--- config.mk ---
export PLATFORM = sky130hd
export DESIGN_NAME = otalarm_pec
export DESIGN_NICKNAME = d
export VERILOG_FILES = /design/src/hdl/otalarm_pkg.sv /design/src/hdl/otalarm_pec.sv
export SDC_FILE = /design/constraint.sdc
export NUM_CORES = 1
export LEC_CHECK = 0
export BUFFER_PORTS_ARGS = -buffer_cell sky130_fd_sc_hd__buf_2
export CAP_MARGIN = 20
export CORE_UTILIZATION = 62
export DETAILED_ROUTE_END_ITERATION = 6
export GPL_TIMING_DRIVEN = 0
export PLACE_DENSITY_LB_ADDON = 0.08
export SKIP_CTS_REPAIR_TIMING = 1
export SLEW_MARGIN = 20
export SYNTH_ARGS = -nofsm -noshare
export SYNTH_HDL_FRONTEND = slang
export SYNTH_SLANG_ARGS = --single-unit
--- constraint.sdc ---
create_clock -name clk_i -period 6.9 [get_ports clk_i]
set_clock_uncertainty 0.05 [all_clocks]
set_input_delay 0.69 -clock clk_i [delete_from_list [all_inputs] [get_ports clk_i]]
set_output_delay 0.69 -clock clk_i [all_outputs]
set_load 0.01 [all_outputs]
--- src/hdl/otalarm_pkg.sv ---
// package: constants and carrier types for the over-temperature alarm and pec block
package otalarm_pkg;
    // ==========================================================
    // configuration word layout and power-on default
    localparam int CFG_W = 16;
    localparam logic [15:0] CFG_POR = 16'h0040;
    localparam int B_FLAG = 15;
    localparam int B_FQ_HI = 12;
    localparam int B_FQ_LO = 11;
    localparam int B_MODE = 9;
    localparam int B_SHDN = 8;
    localparam int B_FMT = 7;
    localparam int B_RES_HI = 6;
    localparam int B_RES_LO = 5;
    localparam int B_TMO = 4;
    localparam int B_PEC = 3;
    localparam int B_RATE_HI = 2;
    localparam int B_RATE_LO = 1;
    localparam int B_ONESHOT = 0;
    // bits software may change; the flag is excluded
    localparam logic [15:0] CFG_WMASK = 16'h1BFF;
    localparam logic [15:0] OVER_POR = 16'h5000;
    localparam logic [15:0] HYST_POR = 16'h4B00;
    // ==========================================================
    // bus address: fixed prefix plus factory selection
    localparam logic [3:0] ADDR_PREFIX = 4'h9;
    localparam logic [7:0] CRC_POLY = 8'h07;
    // ==========================================================
    // timing at 200 MHz
    localparam int CLK_MHZ = 200;
    localparam int CONV10_MS = 35;
    localparam longint CONV10_CYC = longint'(CONV10_MS) * 1000 * CLK_MHZ;
    localparam longint PERIOD4S_CYC = longint'(4000) * 1000 * CLK_MHZ;
    // fault queue depths for codes 00..11
    localparam logic [2:0] FQ_N0 = 3'h1;
    localparam logic [2:0] FQ_N1 = 3'h2;
    localparam logic [2:0] FQ_N2 = 3'h4;
    localparam logic [2:0] FQ_N3 = 3'h6;

    // register write strobe from the serial front end
    typedef struct packed {
        logic cfg_we;
        logic over_we;
        logic hyst_we;
        logic [15:0] wdata;
    } reg_wr_t;
    // conversion handshake with the analogue side
    typedef struct packed {
        logic done;
        logic [15:0] value;
    } conv_res_t;

    typedef enum logic [2:0] {
        ST_IDLE = 3'b001,
        ST_CONV = 3'b010,
        ST_WAIT = 3'b100
    } conv_st_t;
    typedef enum logic [1:0] {
        ARM_ABOVE = 2'b01,
        ARM_BELOW = 2'b10
    } arm_t;
endpackage

--- src/hdl/otalarm_pec.sv ---
// over-temperature alarm, conversion scheduler and pec crc engine
// ==========================================================
// Overview of operation
// - flag sits in config bit 15, read only, host writes ignored
// - comparator mode sets flag above over threshold after fault count
// - comparator mode clears below hysteresis or on shutdown entry
// - interrupt mode sets flag when over threshold exceeded
// - interrupt mode flag holds until any register read, then clears
// - after read clear, interrupt mode rearms on opposite crossing, alternating
// - shutdown entry also clears flag in interrupt mode
// - mode change alone never clears flag
// - config powers up to fixed default word
// - pec enable bit 3 appends error byte to each message
// - crc-8 covers every message byte including address byte
// - device appends pec after reads, master after writes
// - conversion 35ms at 10 bits (code 10), half per code below, four times at code 11
// - conversion overrunning its slot is dropped, last result kept
// - bus address 1001 plus three factory bits
// - fault count codes give 1, 2, 4, 6 consecutive faults
// - hysteresis above over threshold treated as equal
// - shutdown waits for running conversion; registers stay accessible
`timescale 1ns/1ps
module otalarm_pec #(
    parameter longint CONV10_CYCLES = otalarm_pkg::CONV10_CYC,
    parameter longint PERIOD4S_CYCLES = otalarm_pkg::PERIOD4S_CYC,
    parameter logic [2:0] ADDR_SEL = 3'h0
) (
    // clock and reset
    input wire logic clk_i,
    input wire logic arst_n_i,
    // register writes and read notification from the serial front end
    input wire otalarm_pkg::reg_wr_t wr_i,
    input wire logic reg_read_i,
    // conversion start and result from the analogue side
    output logic conv_start_o,
    input wire otalarm_pkg::conv_res_t conv_i,
    // pec byte stream: clear at start, one pulse per byte
    input wire logic crc_clr_i,
    input wire logic crc_byte_vld_i,
    input wire logic [7:0] crc_byte_i,
    output logic [7:0] crc_o,
    output logic pec_en_o,
    // register contents
    output logic [15:0] cfg_o,
    output logic [15:0] temp_o,
    output logic [15:0] over_o,
    output logic [15:0] hyst_o,
    output logic [6:0] bus_addr_o,
    output logic busy_o
);
    import otalarm_pkg::*;

    // counter width; the slowest conversion and the longest slot must fit
    localparam int CW = 40;

    // refuse counts the logic cannot serve: tiny ones leave no room for the
    // resolution and rate shifts, huge ones overflow the counters
    if (CONV10_CYCLES < 8 || PERIOD4S_CYCLES < 2 * CONV10_CYCLES) begin : g_bad_timing
        $error("otalarm_pec: timing parameters too small");
    end
    if (PERIOD4S_CYCLES >= (longint'(1) << (CW - 3))) begin : g_bad_width
        $error("otalarm_pec: timing parameters overflow the counters");
    end

    // register state; the flag is kept apart from the writable bits
    logic [15:0] cfg_q;
    logic [14:0] cfg_lo_q;
    logic flag_q;
    logic [15:0] temp_q;
    logic [15:0] over_q;
    logic [15:0] hyst_q;
    logic [7:0] crc_q;
    logic [6:0] addr_q;

    // scheduler state
    logic [CW-1:0] conv_cnt_q;
    logic [CW-1:0] slot_cnt_q;
    logic [CW-1:0] conv_lim;
    logic [CW-1:0] slot_lim;
    logic conv_start_q;
    logic busy_q;
    logic oneshot_run_q;
    logic oneshot_late;
    conv_st_t st_q;

    // alarm state and comparisons
    logic [2:0] fault_q;
    logic [2:0] fq_need;
    arm_t arm_q;
    logic shdn_enter;
    logic shdn_eff;
    logic [15:0] hyst_eff;
    logic over_hit;
    logic below_hit;

    // ==========================================================
    // configuration, thresholds, address
    assign shdn_enter = wr_i.cfg_we && wr_i.wdata[B_SHDN] && !cfg_q[B_SHDN];

    // the visible word joins the writable bits with the alarm flag
    assign cfg_q = {flag_q, cfg_lo_q};

    // flag is owned by the alarm process, so mask it out here
    always_ff @(posedge clk_i or negedge arst_n_i) begin
        if (!arst_n_i) begin
            cfg_lo_q <= CFG_POR[14:0];
        end else if (wr_i.cfg_we) begin
            cfg_lo_q <= wr_i.wdata[14:0] & CFG_WMASK[14:0];
        end else if (st_q == ST_CONV && oneshot_run_q && (conv_i.done || oneshot_late)) begin
            cfg_lo_q[B_ONESHOT] <= 1'b0;
        end
    end

    // thresholds take whole words; the front end merges single-byte writes
    always_ff @(posedge clk_i or negedge arst_n_i) begin
        if (!arst_n_i) begin
            over_q <= OVER_POR;
            hyst_q <= HYST_POR;
        end else begin
            if (wr_i.over_we)
                over_q <= wr_i.wdata;
            if (wr_i.hyst_we)
                hyst_q <= wr_i.wdata;
        end
    end

    // factory strap loaded by every clock edge, even during reset
    // the value never changes afterwards, so no reset branch is needed
    always_ff @(posedge clk_i) begin
        addr_q <= {ADDR_PREFIX, ADDR_SEL};
    end

    // ==========================================================
    // conversion scheduler
    // nominal conversion length and slot length from resolution and rate
    always_comb begin
        conv_lim = CONV10_CYCLES[CW-1:0] >> 2;
        unique case (cfg_q[B_RES_HI:B_RES_LO])
            2'b00: conv_lim = CONV10_CYCLES[CW-1:0] >> 2;
            2'b01: conv_lim = CONV10_CYCLES[CW-1:0] >> 1;
            2'b10: conv_lim = CONV10_CYCLES[CW-1:0];
            default: conv_lim = CONV10_CYCLES[CW-1:0] << 2;
        endcase
        slot_lim = PERIOD4S_CYCLES[CW-1:0];
        unique case (cfg_q[B_RATE_HI:B_RATE_LO])
            2'b00: slot_lim = PERIOD4S_CYCLES[CW-1:0];
            2'b01: slot_lim = PERIOD4S_CYCLES[CW-1:0] >> 2;
            2'b10: slot_lim = PERIOD4S_CYCLES[CW-1:0] >> 4;
            default: slot_lim = PERIOD4S_CYCLES[CW-1:0] >> 5;
        endcase
    end

    assign shdn_eff = cfg_q[B_SHDN];

    // a one-shot has no slot to end it, so twice the nominal length bounds it
    assign oneshot_late = oneshot_run_q && (conv_cnt_q + 1'b1 >= {conv_lim[CW-2:0], 1'b0});

    // conversions run to completion even if shutdown is requested meanwhile
    always_ff @(posedge clk_i or negedge arst_n_i) begin
        if (!arst_n_i) begin
            st_q <= ST_IDLE;
            conv_cnt_q <= '0;
            slot_cnt_q <= '0;
            conv_start_q <= 1'b0;
            busy_q <= 1'b0;
            oneshot_run_q <= 1'b0;
            temp_q <= 16'h0000;
        end else begin
            conv_start_q <= 1'b0;
            if (st_q != ST_IDLE)
                slot_cnt_q <= slot_cnt_q + 1'b1;
            case (st_q)
                ST_IDLE: begin
                    // free-running unless shut down; a one-shot runs even in shutdown
                    if (!shdn_eff || cfg_q[B_ONESHOT]) begin
                        st_q <= ST_CONV;
                        conv_start_q <= 1'b1;
                        busy_q <= 1'b1;
                        oneshot_run_q <= shdn_eff;
                        conv_cnt_q <= '0;
                        slot_cnt_q <= '0;
                    end
                end
                ST_CONV: begin
                    conv_cnt_q <= conv_cnt_q + 1'b1;
                    if (conv_i.done) begin
                        temp_q <= conv_i.value;
                        busy_q <= 1'b0;
                        st_q <= (shdn_eff) ? ST_IDLE : ST_WAIT;
                    end else if (!oneshot_run_q && slot_cnt_q + 1'b1 >= slot_lim) begin
                        // overrun: drop the result, keep the old temperature
                        busy_q <= 1'b0;
                        st_q <= ST_WAIT;
                    end else if (oneshot_late) begin
                        // a lost answer must not hang a one-shot forever
                        busy_q <= 1'b0;
                        st_q <= ST_IDLE;
                    end
                end
                default: begin
                    // wait out the slot, or park at once when shut down
                    if (shdn_eff) begin
                        st_q <= ST_IDLE;
                    end else if (slot_cnt_q + 1'b1 >= slot_lim) begin
                        st_q <= ST_IDLE;
                    end
                end
            endcase
        end
    end

    // ==========================================================
    // alarm comparison and flag
    // thresholds and results are two's complement words
    assign hyst_eff = ($signed(hyst_q) > $signed(over_q)) ? over_q : hyst_q;
    assign over_hit = $signed(conv_i.value) > $signed(over_q);
    assign below_hit = $signed(conv_i.value) < $signed(hyst_eff);

    // consecutive over-limit results needed before the flag may set
    always_comb begin
        unique case (cfg_q[B_FQ_HI:B_FQ_LO])
            2'b00: fq_need = FQ_N0;
            2'b01: fq_need = FQ_N1;
            2'b10: fq_need = FQ_N2;
            default: fq_need = FQ_N3;
        endcase
    end

    // one evaluation per accepted result; clear paths ignore the queue
    // a result and a read in one cycle: a set wins and the read is lost
    always_ff @(posedge clk_i or negedge arst_n_i) begin
        if (!arst_n_i) begin
            flag_q <= CFG_POR[B_FLAG];
            fault_q <= 3'h0;
            arm_q <= ARM_ABOVE;
        end else if (shdn_enter) begin
            // shutdown entry drops the flag and rearms, in either mode
            flag_q <= 1'b0;
            fault_q <= 3'h0;
            arm_q <= ARM_ABOVE;
        end else if (st_q == ST_CONV && conv_i.done) begin
            if (over_hit)
                fault_q <= (fault_q < fq_need) ? fault_q + 3'h1 : fault_q;
            else
                fault_q <= 3'h0;
            if (!cfg_q[B_MODE]) begin
                if (over_hit && fault_q + 3'h1 >= fq_need)
                    flag_q <= 1'b1;
                else if (below_hit)
                    flag_q <= 1'b0;
            end else if (arm_q == ARM_ABOVE && over_hit && fault_q + 3'h1 >= fq_need) begin
                flag_q <= 1'b1;
                arm_q <= ARM_BELOW;
            end else if (arm_q == ARM_BELOW && below_hit) begin
                flag_q <= 1'b1;
                arm_q <= ARM_ABOVE;
            end else if (reg_read_i) begin
                flag_q <= 1'b0;
            end
        end else if (reg_read_i && cfg_q[B_MODE]) begin
            // a mode write leaves the flag alone; a read or shutdown entry clears it
            flag_q <= 1'b0;
        end
    end

    // ==========================================================
    // pec crc-8, msb first over every byte including address
    function automatic logic [7:0] crc_step(input logic [7:0] c, input logic [7:0] b);
        logic [7:0] r;
        r = c ^ b;
        for (int i = 0; i < 8; i++)
            r = r[7] ? ((r << 1) ^ CRC_POLY) : (r << 1);
        return r;
    endfunction

    // device side drives this on reads; front end feeds received bytes on writes
    // a clear and a byte in one cycle: the clear wins, the byte is dropped
    always_ff @(posedge clk_i or negedge arst_n_i) begin
        if (!arst_n_i)
            crc_q <= 8'h00;
        else if (crc_clr_i)
            crc_q <= 8'h00;
        else if (crc_byte_vld_i)
            crc_q <= crc_step(crc_q, crc_byte_i);
    end

    // ==========================================================
    // outputs, each straight from its register
    // the config word carries the flag in its top bit
    assign cfg_o = cfg_q;
    assign temp_o = temp_q;
    assign over_o = over_q;
    assign hyst_o = hyst_q;
    // pec engine and bus identity
    assign crc_o = crc_q;
    assign pec_en_o = cfg_q[B_PEC];
    assign bus_addr_o = addr_q;
    // scheduler handshake
    assign conv_start_o = conv_start_q;
    assign busy_o = busy_q;
endmodule

## Word-level counts from Yosys, hierarchy flattened

Cells that the tools add are included.

| storage, ports and cells | value |
|---|---|
| register bits after elaboration | 160 |
| logic and storage cells | 139 |
| input bits | 49 |
| output and inout port bits | 82 |

| cells by class | value |
|---|---|
| equality and inequality tests | 16 |
| reductions and logical operators | 35 |
| magnitude comparators | 7 |
| muxes and demuxes | 54 |
| $add $sub $neg | 3 |
| bitwise gates (word level) | 9 |

Operators with widths:

| operator | number |
|---|---|
| 40-bit 2-to-1 mux | 4 |
| 30-bit case mux with 3 select lines | 1 |
| 40-bit by 1-bit adder with 40-bit output (second input constant) | 2 |
| 40-bit >= comparator | 2 |
| 40-bit case mux with 2 select lines | 1 |
| 25-bit case mux with 3 select lines | 1 |
| 3-bit 2-to-1 mux | 19 |
| 16-bit > comparator | 2 |
| 3-bit inverter | 8 |
| 1-bit 2-to-1 mux | 17 |
| 16-bit less-than comparator | 1 |
| 16-bit 2-to-1 mux | 1 |
| 8-bit 2-to-1 mux | 2 |
| 1-bit logical AND | 12 |
| 3-bit AND reduction | 4 |
| 2-bit 2-to-1 mux | 5 |
| 2-bit nonzero test | 5 |
| 3-bit case mux with 3 select lines | 1 |
| 2-bit by 1-bit == test with 1-bit output (second input constant) | 4 |
| 2-bit == test (second input constant) | 4 |
| 2-bit AND reduction | 4 |
| 8-bit bitwise XOR | 1 |
| 2-bit zero test | 3 |
| 6-bit by 4-bit != test with 1-bit output (second input constant) | 1 |
| 16 further kinds | 19 |

## Depth between registers and ports, before layout

| depth | value |
|---|---|
| depth in word-level cells | 19 |
| gate-level depth with buffers | 21 |
| gate-level depth less buffers | 20 |

## Worst setup path after synthesis

OpenSTA, ideal clock, no wires.

| timing | value |
|---|---|
| kind | register to register |
| start | reg hyst_q[9] (netlist: hyst_o[9]) |
| end | reg arm_q[1] |
| clock period less this slack | 4.359 ns |
| data required time | 6.721 ns |
| arrival | 4.180 ns |
| library setup time | 0.129 ns |
| path buffers | 1 |
| stages on the path, launching flop included | 21 |
| path slack | 2.541 ns |
| cell sequence | dfstp_2 > ha_1 > a21o_1 > a21o_1 > a21oi_1 > o2111ai_1 > a211oi_1 > or2_2 > clkbuf_1 > nor2_1 > a21oi_1 > ha_1 > a21o_1 > a21o_1 > a21oi_1 > o31ai_1 > a31oi_1 > or4b_2 > a31oi_1 > nand2b_1 > a21oi_1 |

| on the way | value |
|---|---|
| cells in the longest elaborated chain, start to end | 6 |

Ends and longest elaborated chain:

| what | RTL line | RTL |
|---|---|---|
| from (decl) | otalarm_pec.sv:71 | `logic [15:0] hyst_q;` |
| from (signal assigned) | otalarm_pec.sv:123 | `hyst_q <= wr_i.wdata;` |
| 16-bit > comparator | otalarm_pec.sv:215 | `assign hyst_eff = ($signed(hyst_q) > $signed(over_q)) ? over_q : hyst_q;` |
| 16-bit 2-to-1 mux * | otalarm_pec.sv:215 |  |
| 16-bit less-than comparator * | otalarm_pec.sv:217 | `assign below_hit = $signed(conv_i.value) < $signed(hyst_eff);` |
| 1-bit logical AND * | otalarm_pec.sv:254 | `end else if (arm_q == ARM_BELOW && below_hit) begin` |
| 3-bit nonzero test (no line) * | -- |  |
| 3-bit AND reduction (no line) * | -- |  |
| to (signal assigned) | otalarm_pec.sv:235 | `arm_q <= ARM_ABOVE;` |
| to (signal assigned) | otalarm_pec.sv:253 | `arm_q <= ARM_BELOW;` |
| to (signal assigned) | otalarm_pec.sv:256 | `arm_q <= ARM_ABOVE;` |
| to (decl) | otalarm_pec.sv:89 | `arm_t arm_q;` |

Mark *: on every way between the ends. The rest lies on a longest branch, timed or not.
A chain may end at the register's enable or synchronous reset.

## Worst setup path in the final report

Same ends and word-level chain as after synthesis.

==> results_dict.tcl <==
set metrics [dict create \
    htree_levels 4 \
    drt_iter0_drc 901 \
    worstMarginPinSlew_ps 998 \
    endpoint_kind "flip-flop" \
    die_y_um 136 \
    total_power_mw 3.37 \
    max-cap-violations 0 \
    max_freq_mhz 197 \
    finalSetupViolCount 0 \
    synth_area_mm2 0.0112 \
    syn_inst 1289 \
    nFillCells 1347 \
    netlist-cell-type-count 75 \
    final_max_slew_viol_count 0 \
    port_buffers 118 \
    place_congestion 0.945 \
    grt_pass1_vias 9925 \
    startpoint_type "flip-flop" \
    insertion_delay_ps 430 \
    p_leak_nw 6.04 \
    via_per_inst 6.17 \
    worstPathArrival_ps 5310 \
    synth_top_cell_by_area "dfrtp_1" \
    layout.nets 1592 \
    post_drt_wl_per_cell_um 18.1 \
    initial_core_util_pct 63.9 \
    criticalPathCategory "reg -> reg" \
    syn_to_final_growth_pct 13.9 \
    final_cell_mix "nand2_1 (183), dfrtp_1 (151), buf_2 (126)" \
    cts_tree "yes" \
    max_slew_margin_pct 32.6 \
    fin_crit_sh_pct 73.4 \
    antenna_found_initial 1 \
    ir_worst_vdd_mv 0.218 \
    grt_pass1_wl_mm 49.1 \
    tns_ps 0 \
    status "complete, no violations" \
    hold_viol_final 0 \
    firstDrtPassIters 6 \
    die_area_mm2 0.0186 \
    hp-class "in -> async" \
    cts.sinks 160 \
    fin_util_pct 72.8 \
    numCtsBuffers 17 \
    ys_ff_latch 160 \
    drive_gt1_share_pct 15.5 \
    yosys.area.top_type_share_pct 33.8 \
    core_area_mm2 0.0175 \
    die_w_um 136 \
    worstPathMaxFanout 10 \
    grt_max_degree 93 \
    wl_mm 30.4 \
    overflow 0 \
    track_usage_pct 34.0 \
    yosys-top-cells-area "dfrtp_1 (34%), ha_1 (12%), nand2_1 (6.1%), o21ai_0 (5.5%), xnor2_1 (3.4%)" \
    io_pins 131 \
    final_common_cell "nand2_1" \
    rows 48 \
    dp_hpwl_mm 22.0 \
    cts_buffer_depth 2 \
    crit_required_ps 7140 \
    synth_edf_count 0 \
    clkTransAtPathRegs_ps 70 \
    synth_ff_type "dfrtp_1" \
    p_per_area_mw_per_mm2 265 \
    yosysWarnings 0 \
    min_period_ps 5070 \
    async_reset_ff_share_pct 100 \
    clockRootBuffer "clkbuf_16" \
    avgSynthCellArea_um2 8.67 \
    ant_nets 0 \
    drc 0 \
    n_antenna_cell 0 \
    grt_setup_unrepaired "false" \
    ys_seq_area_share_pct 35.9 \
    vias 10300 \
    holdWs_ps 167 \
]
-- cell usage after synthesis (all sizes together) (9+ instances only) --
cell type    n
and3        20
nor2       100
nor4        12
xor2        30
dfrtp      151
nor3        19
and4        19
o21ai      126
xnor2       44
clkbuf      45
mux2        22
nand3       53
dfstp        9
inv         47
a31oi       18
buf         26
o31ai       19
nand4       38
a22o        14
a21o        20
and2        11
a21oi       60
ha         107
nand2      183
a211oi      11
-- power by group --
| group | switching (mW) | internal, mW |
|---|---|---|
| registers | 0.115 | 1.07 |
| clock network | 0.391 | 0.573 |
| logic | 0.789 | 0.434 |
| total | 1.29 | 2.08 |
-- stage by stage --
stage               std cells  cell area, um^2  setup slack (ps)
floorplan                1297            11200              2540
global placement         1640            12100              2000
detailed placement       1642            12100              1980
CTS                      1674            12700              1870
global route             1674            12700              1380
finish                   1674            12700              1830
-- final cells by class --
type	instances	area, um^2	area share (%)
Multi-Input combinational cell	1019	6690	52.6
Sequential cell	160	4020	31.6
Buffer	71	327	2.57
Timing Repair Buffer	120	636	5.00
Clock inverter	8	105	0.826
Tap cell	225	282	2.21
Clock buffer	24	492	3.87
Inverter	47	176	1.39
-- state kept, by name, summed over array words and instances, names as in the netlist --
name           count
crc_o              8
conv_cnt_q        40
oneshot_run_q      1
cfg_lo_q          12
hyst_o            16
conv_start_o       1
slot_cnt_q        40
over_o            16
busy_o             1
flag_q             1
st_q               3
arm_q              2
fault_q            3
temp_o            16
-- cell families after synthesis --
logic type	Yosys count	synth area share [%]
mux	25	2.49
buf+inv	118	4.50
compound gates	319	17.8
flops	160	35.9
other cells	2	0.0672
simple gates	484	21.4
xor+xnor	74	5.80
fa+ha+maj	107	12.0
-- worst paths after layout --
| check | cells past startpoint | from | endpoint | slack (ps) |
|---|---|---|---|---|
| min | 1 | arst_n_i | crc_o[7]$_DFFE_PN0P_ | 170 |
| max | 19 | hyst_o[9]$_DFFE_PN1P_ | arm_q[1]$_DFFE_PN0P_ | 1830 |
| min reg2reg | 2 | temp_o[13]$_DFFE_PN0P_ | temp_o[13]$_DFFE_PN0P_ | 420 |
| min in group clk_i | 2 | temp_o[13]$_DFFE_PN0P_ | temp_o[13]$_DFFE_PN0P_ | 420 |
| max reg2reg | 19 | hyst_o[9]$_DFFE_PN1P_ | arm_q[1]$_DFFE_PN0P_ | 1830 |
| max in group asynchronous | 2 | arst_n_i | hyst_o[11]$_DFFE_PN1P_ | 5740 |
-- critical path, cell delays in order (launching register included) --
cell and delay, ps:
dfstp_2 580, ha_1 260, a21o_1 190, a21o_1 180, a21oi_1 170, o2111ai_1 130
a211oi_1 330, or2_2 190, clkbuf_1 430, a21oi_1 150, ha_1 330, a21o_1 190
a21o_1 190, a21oi_1 190, o31ai_1 90, a31oi_1 210, or4b_2 650, a31oi_1 230
nand2b_1 130, a21oi_1 60
-- metal layers --
metal / global-route usage [%] / vias up / part of all wire, % / wire length (um)
met3: 6.45 / 67 / 7.1 / 2140
met5: 0 / - / 0.043 / 13
li1: - / 4922 / - / -
met2: 55.1 / 414 / 47 / 14300
met4: 13.5 / 2 / 2.7 / 814
met1: 44.7 / 4918 / 43 / 13100
No activity file was read; power rests on OpenSTA's default activity.
